===== src/rtl/dbcs_map.svh =====
// Purpose: Offsets, field positions, reset values and step figures for the
//          second converter command and system status registers.
// Assumes: Included by the package, the ramp and the register block.
// Notes:   Definitions only.
// How it works
// - Bits 6:4 slew code n; target steps 10 mV per 2^n switching cycles.
// - Bits 2:1: 00 mode pin, 01 forced PWM, 10 auto skip, 11 reserved.
// - Bit 0 clear keeps output two enabled; set disables it.
// - Status bit 2 reads 1 while die is above 125 C.
// - Status bit 1 reads 1 while output two is power good.
// - Status bit 0 reads 1 while output one is power good.
// - Seven-bit code maps to 0.68 V plus 10 mV per count, up to 1.95 V.
// - In current-sharing mode the second converter command is unused.
// - Writes ignored while both hardware enables are low.
`ifndef DBCS_MAP_SVH
`define DBCS_MAP_SVH
// ============================================================
// Register map
`define DBCS_CMD2_ADDR 8'h03
`define DBCS_STAT_ADDR 8'h04
`define DBCS_CMD2_RST 8'h00
`define DBCS_STAT_RST 8'h00
`define DBCS_CMD2_WMASK 8'h77
// ============================================================
// Field positions
`define DBCS_SLEW_MSB 6
`define DBCS_SLEW_LSB 4
`define DBCS_LLM_MSB 2
`define DBCS_LLM_LSB 1
`define DBCS_OFF_BIT 0
`define DBCS_HOT_BIT 2
`define DBCS_PG2_BIT 1
`define DBCS_PG1_BIT 0
// ============================================================
// Light-load codes and voltage steps
`define DBCS_LLM_PIN 2'h0
`define DBCS_LLM_PWM 2'h1
`define DBCS_LLM_AUTO 2'h2
`define DBCS_VBASE_MV 11'h2a8
`define DBCS_VSTEP_MV 11'h00a
`endif


===== src/rtl/dbcs_pkg.sv =====
// Purpose: Shared types and the code-to-voltage function.
// Assumes: dbcs_map.svh holds the numbers.
// Notes:   Nothing here holds state.
`include "dbcs_map.svh"
package dbcs_pkg;
    typedef logic [6:0] dbcs_vid_t;
    typedef logic [2:0] dbcs_slew_t;
    typedef logic [10:0] dbcs_mv_t;

    // Linear map of a voltage code to millivolts.
    function automatic dbcs_mv_t dbcs_vid_to_mv(input dbcs_vid_t code);
        dbcs_mv_t scaled;
        scaled = 11'(`DBCS_VSTEP_MV * {4'h0, code});
        return 11'(`DBCS_VBASE_MV + scaled);
    endfunction
endpackage


===== src/rtl/dbcs_ramp_if.sv =====
// Purpose: Carries target, pace and progress between register logic and ramp.
// Assumes: One clock domain.
// Notes:   ctrl is the register side, ramp the stepping engine.
`timescale 1ns/100ps
interface dbcs_ramp_if;
    dbcs_pkg::dbcs_vid_t target;
    dbcs_pkg::dbcs_slew_t slew;
    logic go;
    logic tick;
    dbcs_pkg::dbcs_vid_t cur;
    logic moving;
    modport ctrl (output target, slew, go, tick, input cur, moving);
    modport ramp (input target, slew, go, tick, output cur, moving);
endinterface


===== src/rtl/dbcs_ramp.sv =====
// Purpose: Steps the output-two code toward its target at the slew pace.
// Assumes: tick is a one-cycle pulse per switching cycle.
// Notes:   The code holds while go is low.
`timescale 1ns/100ps
`include "dbcs_map.svh"
module dbcs_ramp #(
    parameter int CNT_W = 7
) (
    // Clock and reset
    input wire logic mclk,
    input wire logic rst_n,
    // Ramp link
    dbcs_ramp_if.ramp rif
);
    typedef enum logic {DBCS_IDLE, DBCS_MOVE} dbcs_ramp_e;

    // ============================================================
    // Parameter check
    if (CNT_W < 7) begin : g_bad_cnt
        $error("CNT_W must cover 128 switching cycles");
    end

    dbcs_ramp_e state_q, state_d;
    logic [CNT_W-1:0] cnt_q, cnt_d;
    dbcs_pkg::dbcs_vid_t cur_q, cur_d;
    logic [CNT_W-1:0] limit;

    // ============================================================
    // Stepping
    always_comb begin
        limit = CNT_W'((8'h01 << rif.slew) - 8'h01);
        state_d = state_q;
        cnt_d = cnt_q;
        cur_d = cur_q;
        unique case (state_q)
            DBCS_IDLE: begin
                cnt_d = '0;
                if (rif.go && rif.target != cur_q) begin
                    state_d = DBCS_MOVE;
                end
            end
            DBCS_MOVE: begin
                if (!rif.go || rif.target == cur_q) begin
                    state_d = DBCS_IDLE;
                end else if (rif.tick) begin
                    if (cnt_q == limit) begin
                        cnt_d = '0;
                        cur_d = (rif.target > cur_q) ? 7'(cur_q + 7'h01)
                                                     : 7'(cur_q - 7'h01);
                    end else begin
                        cnt_d = CNT_W'(cnt_q + 1'b1);
                    end
                end
            end
        endcase
    end

    always_ff @(posedge mclk or negedge rst_n) begin
        if (!rst_n) begin
            state_q <= DBCS_IDLE;
            cnt_q <= '0;
            cur_q <= 7'h00;
        end else begin
            state_q <= state_d;
            cnt_q <= cnt_d;
            cur_q <= cur_d;
        end
    end

    assign rif.cur = cur_q;
    assign rif.moving = (state_q == DBCS_MOVE);

    // ============================================================
    // Checks
    a_step_on_tick: assert property (@(posedge mclk) disable iff (!rst_n)
        $changed(cur_q) |-> $past(rif.tick) && $past(cnt_q) == $past(limit))
        else $error("code moved without a paced tick");
    a_go_gates_code: assert property (@(posedge mclk)
        disable iff (!rst_n)
        !rif.go |=> $stable(cur_q))
        else $error("code moved while go was low");
    a_unit_step: assert property (@(posedge mclk) disable iff (!rst_n)
        $changed(cur_q) |-> (cur_q == 7'($past(cur_q) + 7'h01)) ||
                            (cur_q == 7'($past(cur_q) - 7'h01)))
        else $error("code moved by more than one step");
endmodule // dbcs_ramp


===== src/rtl/dbcs_regs.sv =====
// Purpose: Second converter command register, system status register and
//          output-two code ramp for a dual buck regulator.
// Assumes: The serial engine presents one decoded write per update on mclk.
// Notes:   Analog status and pins pass a two-flop synchroniser first.
`timescale 1ns/100ps
`include "dbcs_map.svh"
module dbcs_regs (
    // Clock and reset
    input wire logic mclk,
    input wire logic rst_n,
    // Register port from the serial engine
    input wire logic [7:0] reg_addr,
    input wire logic [7:0] reg_wdata,
    input wire logic reg_wr,
    output logic [7:0] reg_rdata_q,
    // Pins and analog flags
    input wire logic hw_enable_one,
    input wire logic hw_enable_two,
    input wire logic light_load_pin,
    input wire logic share_mode_pin,
    input wire logic die_hot,
    input wire logic out1_regulation_ok,
    input wire logic out2_regulation_ok,
    input wire logic sw_clk,
    // Voltage select for converter two
    input wire dbcs_pkg::dbcs_vid_t converter2_voltage_select,
    input wire logic converter2_go,
    // Converter two controls
    output logic out2_off_q,
    output logic out2_auto_skip_q,
    output dbcs_pkg::dbcs_vid_t vout2_code_q,
    output dbcs_pkg::dbcs_mv_t vout2_mv_q,
    output logic vout2_ramping_q
);
    localparam int NPIN = 8;

    // ============================================================
    // Pin synchroniser
    logic [NPIN-1:0] pins, sync1_q, sync2_q, sync1_d, sync2_d;
    logic swclk_prev_q, swclk_prev_d;
    logic hw_off, share, psm_pin, hot, pg1, pg2, sw_s;

    // Every pin and analog flag crosses into mclk here. Two stages keep a
    // metastable sample away from the decode and the status register.
    assign pins = {sw_clk, out2_regulation_ok, out1_regulation_ok, die_hot,
                   share_mode_pin, light_load_pin, hw_enable_two,
                   hw_enable_one};
    assign hw_off = !sync2_q[0] && !sync2_q[1];
    assign psm_pin = sync2_q[2];
    assign share = sync2_q[3];
    assign hot = sync2_q[4];
    assign pg1 = sync2_q[5];
    assign pg2 = sync2_q[6];
    assign sw_s = sync2_q[7];

    // The previous sample resets low, the idle level of the switching
    // clock, so no false tick follows reset.
    always_comb begin
        sync1_d = pins;
        sync2_d = sync1_q;
        swclk_prev_d = sw_s;
    end

    always_ff @(posedge mclk or negedge rst_n) begin
        if (!rst_n) begin
            sync1_q <= '0;
            sync2_q <= '0;
            swclk_prev_q <= 1'b0;
        end else begin
            sync1_q <= sync1_d;
            sync2_q <= sync2_d;
            swclk_prev_q <= swclk_prev_d;
        end
    end

    // ============================================================
    // Registers
    logic [7:0] cmd_q, cmd_d, stat_q, stat_d, rdata_d;
    logic off_d, skip_d, cmd_wr;
    logic [1:0] llm;

    dbcs_ramp_if rif ();

    always_comb begin
        // A write needs a hardware enable; software disable keeps access.
        cmd_wr = reg_wr && reg_addr == `DBCS_CMD2_ADDR && !hw_off;
        cmd_d = cmd_q;
        if (cmd_wr) begin
            cmd_d = reg_wdata & `DBCS_CMD2_WMASK;
        end
        // Status is rebuilt every cycle from the pins, so nothing sticks.
        stat_d = `DBCS_STAT_RST;
        stat_d[`DBCS_HOT_BIT] = hot;
        stat_d[`DBCS_PG2_BIT] = pg2;
        stat_d[`DBCS_PG1_BIT] = pg1;
        // Read data is registered: it shows a register one cycle after the
        // address settles, which the serial engine has bit times to spare.
        unique case (reg_addr)
            `DBCS_CMD2_ADDR: rdata_d = cmd_q;
            `DBCS_STAT_ADDR: rdata_d = stat_q;
            default: rdata_d = 8'h00;
        endcase
        // Sharing makes converter two a slave; its command falls back.
        llm = share ? `DBCS_LLM_PIN
                    : cmd_q[`DBCS_LLM_MSB:`DBCS_LLM_LSB];
        off_d = share ? 1'b0 : cmd_q[`DBCS_OFF_BIT];
        unique case (llm)
            `DBCS_LLM_PIN: skip_d = psm_pin;
            `DBCS_LLM_PWM: skip_d = 1'b0;
            `DBCS_LLM_AUTO: skip_d = 1'b1;
            default: skip_d = 1'b0;
        endcase
    end

    always_ff @(posedge mclk or negedge rst_n) begin
        if (!rst_n) begin
            cmd_q <= `DBCS_CMD2_RST;
            stat_q <= `DBCS_STAT_RST;
            reg_rdata_q <= 8'h00;
            out2_off_q <= 1'b0;
            out2_auto_skip_q <= 1'b0;
            vout2_code_q <= 7'h00;
            vout2_mv_q <= `DBCS_VBASE_MV;
            vout2_ramping_q <= 1'b0;
        end else begin
            cmd_q <= cmd_d;
            stat_q <= stat_d;
            reg_rdata_q <= rdata_d;
            out2_off_q <= off_d;
            out2_auto_skip_q <= skip_d;
            vout2_code_q <= rif.cur;
            vout2_mv_q <= dbcs_pkg::dbcs_vid_to_mv(rif.cur);
            vout2_ramping_q <= rif.moving;
        end
    end

    // ============================================================
    // Ramp engine
    // Writes in sharing mode still land in the command register; only their
    // effect is masked, so the stored setting returns when sharing ends.
    assign rif.target = converter2_voltage_select;
    assign rif.go = converter2_go && !share;
    assign rif.slew = share ? 3'h0
                            : cmd_q[`DBCS_SLEW_MSB:`DBCS_SLEW_LSB];
    assign rif.tick = sw_s && !swclk_prev_q;

    dbcs_ramp #(.CNT_W(7)) u_ramp (
        .mclk(mclk),
        .rst_n(rst_n),
        .rif(rif)
    );

    // ============================================================
    // Checks
    a_slew_stored: assert property (@(posedge mclk) disable iff (!rst_n)
        cmd_wr |=> cmd_q[6:4] == $past(reg_wdata[6:4]))
        else $error("slew field not stored");
    a_pwm_forced: assert property (@(posedge mclk) disable iff (!rst_n)
        !share && cmd_q[2:1] == 2'h1 |=> !out2_auto_skip_q)
        else $error("forced PWM not applied");
    a_off_follows: assert property (@(posedge mclk) disable iff (!rst_n)
        !share ##1 !$past(share) |-> out2_off_q == $past(cmd_q[0]))
        else $error("output disable does not follow bit 0");
    a_hot_status: assert property (@(posedge mclk) disable iff (!rst_n)
        ##4 stat_q[2] == $past(die_hot, 3))
        else $error("temperature warning wrong");
    a_pg2_status: assert property (@(posedge mclk) disable iff (!rst_n)
        ##4 stat_q[1] == $past(out2_regulation_ok, 3))
        else $error("output two power good wrong");
    a_pg1_status: assert property (@(posedge mclk) disable iff (!rst_n)
        ##4 stat_q[0] == $past(out1_regulation_ok, 3))
        else $error("output one power good wrong");
    a_mv_matches: assert property (@(posedge mclk) disable iff (!rst_n)
        vout2_mv_q == 11'(11'h2a8 + 11'(11'h00a * {4'h0, vout2_code_q})))
        else $error("millivolt output disagrees with code");
    a_reserved_zero: assert property (@(posedge mclk)
        disable iff (!rst_n)
        reg_addr == 8'h04 |=> reg_rdata_q[7:3] == 5'h00)
        else $error("reserved status bits not zero");
    a_hw_off_block: assert property (@(posedge mclk)
        disable iff (!rst_n)
        hw_off && reg_wr |=> $stable(cmd_q))
        else $error("write taken during hardware shutdown");
    a_share_unused: assert property (@(posedge mclk)
        disable iff (!rst_n)
        share |=> !out2_off_q)
        else $error("converter two command acted in sharing mode");

    // ============================================================
    // Decode and bus checks
    a_auto_skip: assert property (@(posedge mclk)
        disable iff (!rst_n)
        !share && cmd_q[2:1] == 2'h2 |=> out2_auto_skip_q)
        else $error("auto pulse-skip not applied");
    a_skip_reserved: assert property (@(posedge mclk)
        disable iff (!rst_n)
        !share && cmd_q[2:1] == 2'h3 |=> !out2_auto_skip_q)
        else $error("reserved light-load code not held at PWM");
    a_pin_mode: assert property (@(posedge mclk)
        disable iff (!rst_n)
        !share && cmd_q[2:1] == 2'h0 |=> out2_auto_skip_q == $past(psm_pin))
        else $error("light-load mode does not follow the pin");
    a_share_pin_mode: assert property (@(posedge mclk)
        disable iff (!rst_n)
        share |=> out2_auto_skip_q == $past(psm_pin))
        else $error("sharing mode does not follow the pin");
    a_cmd_readback: assert property (@(posedge mclk)
        disable iff (!rst_n)
        reg_addr == `DBCS_CMD2_ADDR |=> reg_rdata_q == $past(cmd_q))
        else $error("command read data wrong");
    a_status_readback: assert property (@(posedge mclk)
        disable iff (!rst_n)
        reg_addr == `DBCS_STAT_ADDR |=> reg_rdata_q == $past(stat_q))
        else $error("status read data wrong");
    a_unmapped_zero: assert property (@(posedge mclk)
        disable iff (!rst_n)
        reg_addr != `DBCS_CMD2_ADDR && reg_addr != `DBCS_STAT_ADDR
            |=> reg_rdata_q == 8'h00)
        else $error("unmapped address read not zero");
    a_write_taken: assert property (@(posedge mclk)
        disable iff (!rst_n)
        cmd_wr |=> cmd_q == ($past(reg_wdata) & `DBCS_CMD2_WMASK))
        else $error("enabled write not stored");
    a_no_stray_write: assert property (@(posedge mclk)
        disable iff (!rst_n)
        !(reg_wr && reg_addr == `DBCS_CMD2_ADDR) |=> $stable(cmd_q))
        else $error("command changed without a write to it");
    a_reserved_cmd: assert property (@(posedge mclk)
        disable iff (!rst_n)
        reg_addr == `DBCS_CMD2_ADDR |=> !reg_rdata_q[7] && !reg_rdata_q[3])
        else $error("reserved command bits not zero");
    // The code holds two edges on: one for the engine, one for the output.
    a_share_frozen: assert property (@(posedge mclk)
        disable iff (!rst_n)
        share |-> ##2 $stable(vout2_code_q))
        else $error("code moved in sharing mode");
    a_go_freezes_code: assert property (@(posedge mclk)
        disable iff (!rst_n)
        !converter2_go |-> ##2 $stable(vout2_code_q))
        else $error("code moved while go was low");
    a_tick_single: assert property (@(posedge mclk)
        disable iff (!rst_n)
        rif.tick |=> !rif.tick)
        else $error("switching tick longer than one cycle");
endmodule // dbcs_regs


===== config.mk =====
export PLATFORM = sky130hd
export DESIGN_NAME = dbcs_regs
export DESIGN_NICKNAME = d
export VERILOG_FILES = /design/src/rtl/dbcs_pkg.sv /design/src/rtl/dbcs_ramp_if.sv /design/src/rtl/dbcs_ramp.sv /design/src/rtl/dbcs_regs.sv
export VERILOG_INCLUDE_DIRS = /design/src /design/src/rtl
export SDC_FILE = /design/constraint.sdc
export NUM_CORES = 1
export LEC_CHECK = 0
export ABC_AREA = 1
export BUFFER_PORTS_ARGS = -buffer_cell sky130_fd_sc_hd__buf_2
export CAP_MARGIN = 20
export CORE_MARGIN = 8
export CORE_UTILIZATION = 54
export CTS_CLUSTER_DIAMETER = 100
export DETAILED_ROUTE_END_ITERATION = 6
export GPL_TIMING_DRIVEN = 0
export PLACE_DENSITY = 0.75
export SLEW_MARGIN = 0
export SYNTH_ARGS = -nofsm -noshare
export SYNTH_HDL_FRONTEND = slang
export SYNTH_HIERARCHICAL = 1
export SYNTH_SLANG_ARGS = --single-unit

===== constraint.sdc =====
create_clock -name mclk -period 2.8 [get_ports mclk]
set_input_delay 0.14 -clock mclk [delete_from_list [all_inputs] [get_ports mclk]]
set_output_delay 0.14 -clock mclk [all_outputs]
set_load 0.01 [all_outputs]

# After elaboration in Yosys (flattened, before gate mapping)
# Index checks and enable logic that the tools add are counted.
# classes
shift	1
n_reduce_logical	16
n_bitwise	2
multipliers	1
muxes	13
n_eq_ne	8
n_lt_le_gt_ge	1
n_addsub	5
# op_table
operator	count
7-bit two-way mux	4
7-bit one-hot mux with 2 select lines	2
7-bit by 1-bit adder with 7-bit output, second input constant	2
7-bit == test	2
7-bit by 1-bit subtractor with 7-bit output, second input constant	2
10-bit by 11-bit adder with 11-bit output, first input constant	1
3-bit by 7-bit multiplier with 10-bit output, first input constant	1
8-bit by 2-bit == test with 1-bit output, second input constant	1
8-bit by 3-bit == test with 1-bit output, second input constant	1
7-bit > comparator	1
7-bit != test	1
1-bit by 3-bit << shifter with 7-bit output, first input constant	1
1-bit logical AND	6
1-bit zero test	6
2-bit != test, second input constant	2
1-bit one-hot mux with 2 select lines	2
4-bit AND reduction	1
1-bit two-way mux	3
3-bit two-way mux	1
2-bit == test, second input constant	1
2-bit zero test	1
2-bit two-way mux	1
1-bit NOT	2
2-bit AND reduction	1
1-bit logical OR	1
# totals
out_inout_bits	29
regBits	69
input_bits	35
elab_cells	61

# Logic depth before layout (Yosys ltp)
# Gate-level depths: netlist of run 1.
# depth
word_depth	8
depth_mapped	19
mapped_depth_nobuf	19

# Modules after synthesis
# Netlist of run 1, hierarchy kept.
# modules_own_cells
mod	area_per_inst_um2	seq_area_each_um2	cells_per_inst	n_inst
dbcs_regs	1979.4	1256.2	179	1
dbcs_ramp	1338.8	375.4	194	1

# Worst setup path before layout of run 1
# Ideal clock, no wire load.
# synth_timing
path_kind	register -> register
start	register u_ramp.cur_q[6], in the netlist u_ramp/rif.cur[6]
end	register u_ramp.cur_q[6], in the netlist u_ramp/rif.cur[6]
t_arrival_ps	2222
period_less_slack_ps	2343
required_time_ps	2679
setup_time_ps	121
n_path_buf	0
setup_slack_ps	457
stages_incl_launch_ff	16
path_cell_list	dfrtp_1 > inv_1 > ha_1 > nand2_1 > nor2_1 > nand2_1 > nand2_1 > nand2_1 > ha_1 > nand2_1 > nor3b_1 > nor2_1 > nand3_1 > nand2_1 > o21bai_1 > nand2_1
# synth_between
elab_chain_cells	4
word_cells_on_any_way	8
cone_classes	add/sub (2); order compare (1); eq/ne (1); mux (1); bitwise (1); reduce/logical (2)
# synth_lines
item	line_no	text
start: declaration	dbcs_ramp.sv:25	dbcs_pkg::dbcs_vid_t cur_q, cur_d;
start signal: assignment	dbcs_ramp.sv:66	cur_q <= cur_d;
branches (longest 4 deep; another with 7-bit by 1-bit subtractor with 7-bit output)	-	
# Several ways; the timed one is not identified.
# A chain may end at the register's enable or synchronous reset.

# Final worst setup path of run 1
# layout_timing
start	register u_ramp.cur_q[2], in the netlist u_ramp/rif.cur[2]
end	register u_ramp.cur_q[6], in the netlist u_ramp/rif.cur[6]
# The elaborated chain is that of the path after synthesis.

==> results.ini, run 1 <==
[clock_tree]
cts_buffers = 9
h-tree-depth = 3
cts_tree = done
clk_latency_ns = 0.34
cts_sinks = 65
clk_pin_slew_worst_paths_ns = 0.07
clockRootBuffer = clkbuf_8
clockBufferDepth = 2

[pwr]
power_density_mw_per_mm2 = 484
p_leak_uw = 0.00219
max-vdd-ir-drop_mv = 0.314
totalPowerFinal_uw = 1970

[final_layout]
mostFrequentLayoutCell = nand2_1
stdcell_count = 536
area_growth_pct = 22.6
nets = 518
insertedDiodeCount = 0
drive_above_1_share = 0.247
utilization = 0.687
final_cell_mix = 93 x nand2_1, 59 x buf_2, 56 x inv_1, 56 x dfrtp_1, 28 x nor2_1

[synthesis]
synth_compound_area_frac = 0.0656
seq_area_frac_synth = 0.492
async_flop_share = 1.00
synth_edf_count = 0
ys_types = 35
synth-adder-area-share = 0.106
synthSimpleGateAreaFrac = 0.230
syn-cell-area_mm2 = 0.00332
ys_ff_latch = 65
synthFlopType = dfrtp_1
synth-xor-area-share = 0.0211
ys_warn_count = 6
synthCells = 373
avgSynthCellArea_um2 = 8.90
synthMuxAreaShare = 0
synth_top_family_by_area = simple AND/OR/NAND/NOR gates

[critical_path]
path_class = register to register
cp.buffers_inverters = 3
critical_path.top_delay_family = simple AND/OR/NAND/NOR gates
worstPathRequired_ns = 3.04
worstPathMaxFanout = 8
arrival_ns = 2.75
end_kind = register
critical_path.most_common_cell = nand2_1
cp_cell_sequence = inv_1, ha_1, a21oi_1, nand2_1, nand2_1, nand2_1, nand2_4, ha_1, nand2_1, inv_1, nand2_1, nand2_1, nor2_1, inv_1, nand2_1, nand2_1, o21bai_1, nand2_1
start_kind = register
cp_slowest_cell = dfrtp_1
slowest_delay_ns = 0.46

[timing]
tns_ns = 0
hold_viol = 0
tightest_slew_ns = 0.647
timing.final.ws_setup_ns = 0.290
report.final.setup_viol = 0
finalCritPeriodShare = 0.897
fin_skew_ns = 0.00672
min_period_ns = 2.51
fmax_ghz = 0.398
slew_headroom = 0.569
slew_violations = 0

[floorplanning]
rows = 28
die-width_um = 94.4
initial_utilization = 0.560
io_pins = 64
core_area_mm2 = 0.00592
die-area_mm2 = 0.00891
die_y_um = 94.4

[placed_design]
pre_cts_ws_ns = 0.0364
dp_hpwl_um = 5130
portBuffers = 58
gp_congestion = 0.802
dp_cells = 509

[worst_hold_path]
hold_class = primary input to register

[global_route]
first_global_vias = 2649
grt_max_degree = 39
grt_overflow = 0
track_usage = 0.166
antenna_found_initial = 0
grt_pass1_wl_um = 11600

[detailed_routing]
num_vias = 2615
drcViolationCount = 0
routed_via_density = 4.88
ant_nets = 0
drt_iter0_drc = 87
totalWireLength_um = 6830
drt_pass1_iterations = 4
wl_per_cell_um = 12.7

[job]
maxCapViolCount = 0

[status]
outcome = finished, final reports clean

==> power by group <==
part           total (uW)  internal [uW]  switching, uW  leakage [uW]
clock                 834            464            370      0.000106
sequential            972            961           10.7      0.000769
combinational         162           68.9           93.1       0.00132
==> through the flow <==
step / hold slack (ns) / instance area (um^2)
floorplan: -0.156 / 3330
global placement: 0.249 / 3710
detailed placement: 0.199 / 3730
CTS: 0.00513 / 4040
global route: 0.00576 / 4070
finish: 0.0154 / 4070
==> logic make-up (layout without fill, tap and decap cells) <==
family                     Yosys count  in the layout
other                                1              3
xor gates and xnor gates             8              8
adders and majority gates           27             27
DFF                                 65             65
AOI/OAI and AO/OA                   34             34
and+or+nand+nor                    172            172
buffers and inverters               66            152
==> path summary, 6_finish.rpt <==
| kind | from | to | slack (ns) | cells after the start |
|---|---|---|---|---|
| hold / removal | reg_wdata[0] | cmd_q[0] | 0.02 | 2 |
| setup reg to reg | u_ramp/rif.cur[2] | u_ramp/rif.cur[6] | 0.29 | 18 |
| max in group asynchronous | rst_n | u_ramp/rif.cur[0] | 1.83 | 3 |
| setup / recovery | u_ramp/rif.cur[2] | u_ramp/rif.cur[6] | 0.29 | 18 |
| hold reg to reg | sync2_q[6] | stat_q[1] | 0.35 | 0 |
| min in group asynchronous | rst_n | vout2_mv_q[10] | 0.35 | 2 |
==> worst register-to-register path, delay by kind of cell (launching register included) <==
| kind | cells | cell delay [ns] |
|---|---|---|
| buf+inv | 3 | 0.17 |
| simple gates | 11 | 0.87 |
| compound gates | 2 | 0.28 |
| fa+ha+maj | 2 | 0.63 |
| flops | 1 | 0.46 |
==> flip-flops by register name, summed over array words and instances (netlist names) <==
signal,flops
cmd_q,6
stat_q,3
vout2_mv_q,8
sync1_q,8
out2_auto_skip_q,1
vout2_ramping_q,1
out2_off_q,1
reg_rdata_q,6
u_ramp/rif.moving,1
vout2_code_q,7
u_ramp/cnt_q,7
swclk_prev_q,1
sync2_q,8
u_ramp/rif.cur,7
==> area by class of cell <==
| type | count | area, um^2 |
|---|---|---|
| buffer | 8 | 61.3 |
| clock buffer | 11 | 151 |
| clock inverter | 5 | 63.8 |
| fill | 466 | 1850 |
| inverter | 58 | 219 |
| multi-input combinational | 244 | 1420 |
| sequential | 65 | 1640 |
| tap | 75 | 93.8 |
| timing repair buffer | 70 | 418 |
==> routing by layer <==
layer,vias to the layer above,part of all wire,GRT usage
met5,-,0,0
met4,0,0.018,0.0766
met3,12,0.042,0.0413
met2,39,0.54,0.298
met1,1222,0.40,0.180
li1,1342,-,-
==> synth_stat cells (2+ instances only) <==
cell / n / area [um^2]
a21o_1: 2 / 15.0
a21oi_1: 15 / 75.1
a31oi_1: 2 / 12.5
buf_4: 6 / 45.0
dfrtp_1: 61 / 1530
dfstp_2: 4 / 105
fa_1: 2 / 40.0
ha_1: 25 / 313
inv_1: 56 / 210
nand2_1: 94 / 353
nand2_2: 5 / 31.3
nand3_1: 26 / 130
nand3b_1: 2 / 15.0
nand4_1: 6 / 37.5
nor2_1: 28 / 105
nor2_2: 4 / 25.0
nor2_4: 2 / 22.5
o21a_1: 4 / 30.0
o21ai_0: 3 / 15.0
o21ai_1: 3 / 15.0
o21ai_2: 3 / 26.3
xnor2_1: 4 / 35.0
xor2_1: 4 / 35.0
==> timing repair <==
action,in CTS,in global routing
endpoints found under the setup margin,0,4
setup buffers,0,1
endpoints found under the hold margin,31,1
gates resized for setup,0,8
hold buffers,9,1
(Power assumes the default switching activity.)
==> inputs of run 2 (changes only) <==
--- a/config.mk
+++ b/config.mk
@@ -14,6 +14,7 @@
 export CTS_CLUSTER_DIAMETER = 100
 export DETAILED_ROUTE_END_ITERATION = 6
 export GPL_TIMING_DRIVEN = 0
+export MAX_ROUTING_LAYER = met4
 export PLACE_DENSITY = 0.75
 export SLEW_MARGIN = 0
 export SYNTH_ARGS = -nofsm -noshare
==> run 2 against run 1 <==
Clock power about the same. Cell count did not move. Clock skew is 0.0019 ns higher. Critical path depth unchanged. Cell area unchanged. First-iteration DRC count fell by 15%. Critical path type unchanged. Count of clock-buffer cells in the layout stayed put. Wire length fell by 0.59%. Largest power group unchanged.
==> results.ini, run 2 (synthesized netlist as in run 1, its figures left out) <==
[status]
outcome = finished, final reports clean  ; unchanged

[global_route]
grt_overflow = 0  ; unchanged
grt_max_degree = 39  ; unchanged
grt_pass1_wl_um = 11600  ; about the same
first_global_vias = 2650  ; was 2,649
track_usage = 0.171  ; was 0.166
antenna_found_initial = 0  ; unchanged

[worst_hold_path]
min_path_cells = 2  ; unchanged
hold_class = primary input to register  ; unchanged
hold_start = reg_wdata[0]  ; unchanged
min_to = cmd_q[0]  ; unchanged

[detailed_routing]
drt_iter0_drc = 74  ; was 87
totalWireLength_um = 6790  ; was 6830 um
drt_pass1_iterations = 4  ; unchanged
wl_per_cell_um = 12.7  ; about the same
ant_nets = 0  ; unchanged
drcViolationCount = 0  ; unchanged
routed_via_density = 4.89  ; was 4.88
num_vias = 2619  ; was 2,615

[critical_path]
worstPathRequired_ns = 3.03  ; was 3.04 ns
end_kind = register  ; unchanged
worstPathMaxFanout = 8  ; unchanged
start_kind = register  ; unchanged
worstReg2RegStart = u_ramp/rif.cur[2]  ; unchanged
critical_path.most_common_cell = nand2_1  ; unchanged
r2r-end = u_ramp/rif.cur[6]  ; unchanged
critical_path.top_delay_family = simple AND/OR/NAND/NOR gates  ; unchanged
cp.buffers_inverters = 3  ; unchanged
path_class = register to register  ; unchanged
worstRegToRegCells = 18  ; unchanged
cp_cell_sequence = inv_1, ha_1, a21oi_1, nand2_1, nand2_1, nand2_1, nand2_4, ha_1, nand2_1, inv_1, nand2_1, nand2_1, nor2_1, inv_1, nand2_1, nand2_1, o21bai_1, nand2_1  ; unchanged
arrival_ns = 2.73  ; was 2.75 ns
cp_slowest_cell = dfrtp_1  ; unchanged
r2r_slack_ns = 0.30  ; was 0.29 ns
slowest_delay_ns = 0.46  ; about the same

[timing]
tightest_slew_ns = 0.638  ; was 0.647 ns
tns_ns = 0  ; unchanged
slew_violations = 0  ; unchanged
fin_skew_ns = 0.00858  ; was 0.00672 ns
timing.final.ws_setup_ns = 0.303  ; was 0.290 ns
min_period_ns = 2.50  ; was 2.51 ns
finalCritPeriodShare = 0.892  ; was 0.897
slew_headroom = 0.575  ; was 0.569
fmax_ghz = 0.400  ; was 0.398 GHz
hold_viol = 0  ; unchanged
report.final.setup_viol = 0  ; unchanged
hold_slack_ns = 0.0184  ; was 0.0154 ns

[floorplanning]
core_area_mm2 = 0.00592  ; unchanged
die-width_um = 94.4  ; unchanged
rows = 28  ; unchanged
initial_utilization = 0.560  ; unchanged
die-area_mm2 = 0.00891  ; unchanged
die_y_um = 94.4  ; unchanged
io_pins = 64  ; unchanged

[final_layout]
reg_top3 = sync1_q x8, sync2_q x8, vout2_mv_q x8  ; unchanged
insertedDiodeCount = 0  ; unchanged
area_growth_pct = 22.6  ; unchanged
final_cell_mix = 93 x nand2_1, 59 x buf_2, 56 x inv_1, 56 x dfrtp_1, 28 x nor2_1  ; unchanged
fillers = 466  ; unchanged
mostFrequentLayoutCell = nand2_1  ; unchanged
drive_above_1_share = 0.247  ; unchanged
multi_input_area_mm2 = 0.00142  ; unchanged
ff_latch_area_mm2 = 0.00164  ; unchanged
nets = 518  ; unchanged

[clock_tree]
cts_tree = done  ; unchanged
cts_buffers = 9  ; unchanged
clockBufferDepth = 2  ; unchanged
clk_latency_ns = 0.34  ; about the same
clockRootBuffer = clkbuf_8  ; unchanged
h-tree-depth = 3  ; unchanged
cts_sinks = 65  ; unchanged
clk_pin_slew_worst_paths_ns = 0.07  ; about the same

[job]
maxCapViolCount = 0  ; unchanged

[pwr]
max-vdd-ir-drop_mv = 0.315  ; was 0.314 mV
power_density_mw_per_mm2 = 483  ; was 484 mW/mm^2
p_leak_uw = 0.00219  ; unchanged

[placed_design]
portBuffers = 58  ; unchanged
gp_congestion = 0.814  ; was 0.802
dp_hpwl_um = 5130  ; unchanged
pre_cts_ws_ns = 0.0364  ; unchanged

run 2: cell counts in the layout (fill, tap and decap cells not counted):
Identical to the previous run, type by type.
run 2: where the power goes:
part           total [uW]  switching [uW]  internal [uW]
Clock                 831             367            464
Sequential            972            10.6            961
Combinational         162            93.1           68.9
Total                1960             470           1490
run 2: worst max path at each step:
| stage | cells past startpoint | start | endpoint | slack (ns) |
|---|---|---|---|---|
| 6_report | 18 | u_ramp/rif.cur[2] | u_ramp/rif.cur[6] | 0.30 |
| 3_5_place_dp | 18 | u_ramp/rif.cur[6] | u_ramp/rif.cur[6] | 0.04 |
| 5_1_grt | 17 | u_ramp/rif.cur[2] | u_ramp/rif.cur[6] | -0.002 |
| 4_1_cts | 17 | u_ramp/rif.cur[6] | u_ramp/rif.cur[6] | 0.009 |
| 2_1_floorplan | 15 | u_ramp/rif.cur[6] | u_ramp/rif.cur[6] | 0.46 |
| 3_3_place_gp | 15 | u_ramp/rif.cur[6] | u_ramp/rif.cur[6] | 0.11 |
run 2: per-layer routing:
layer	vias to the layer above	share of wire	global-route usage
li1	1341	-	-
met3	14	0.033	0.0349
met1	1228	0.41	0.184
met2	36	0.54	0.298
met5	-	0	-
met4	0	0.018	0.0766
run 2: final cells by class:
class | count | area share
Sequential cell | 65 | 0.403
Multi-Input combinational cell | 244 | 0.350
Timing Repair Buffer | 70 | 0.103
Inverter | 58 | 0.0538
Clock buffer | 11 | 0.0372
Tap cell | 75 | 0.0231
Clock inverter | 5 | 0.0157
Buffer | 8 | 0.0151
run 2: worst reg2reg max path: cells and delay by family (launching register included):
family / cells / cell delay (ns)
and+or+nand+nor: 11 / 0.86
adders and majority gates: 2 / 0.63
DFF: 1 / 0.46
AOI/OAI and AO/OA: 2 / 0.28
buffers and inverters: 3 / 0.17
run 2: timing repair:
item	CTS	global route
hold buffers	9	1
setup endpoints to repair	0	4
resized for setup	0	8
endpoints found under the hold margin	31	1
setup buffers	0	1
run 2: per-stage QoR:
step	power [uW]	util	area, um^2	std cells
finish	1960	0.687	4070	536
global route	2060	0.687	4070	536
detailed placement	1140	0.630	3730	509
global placement	1130	0.627	3710	508
CTS	1980	0.682	4040	534
floorplan	1070	-	3330	375
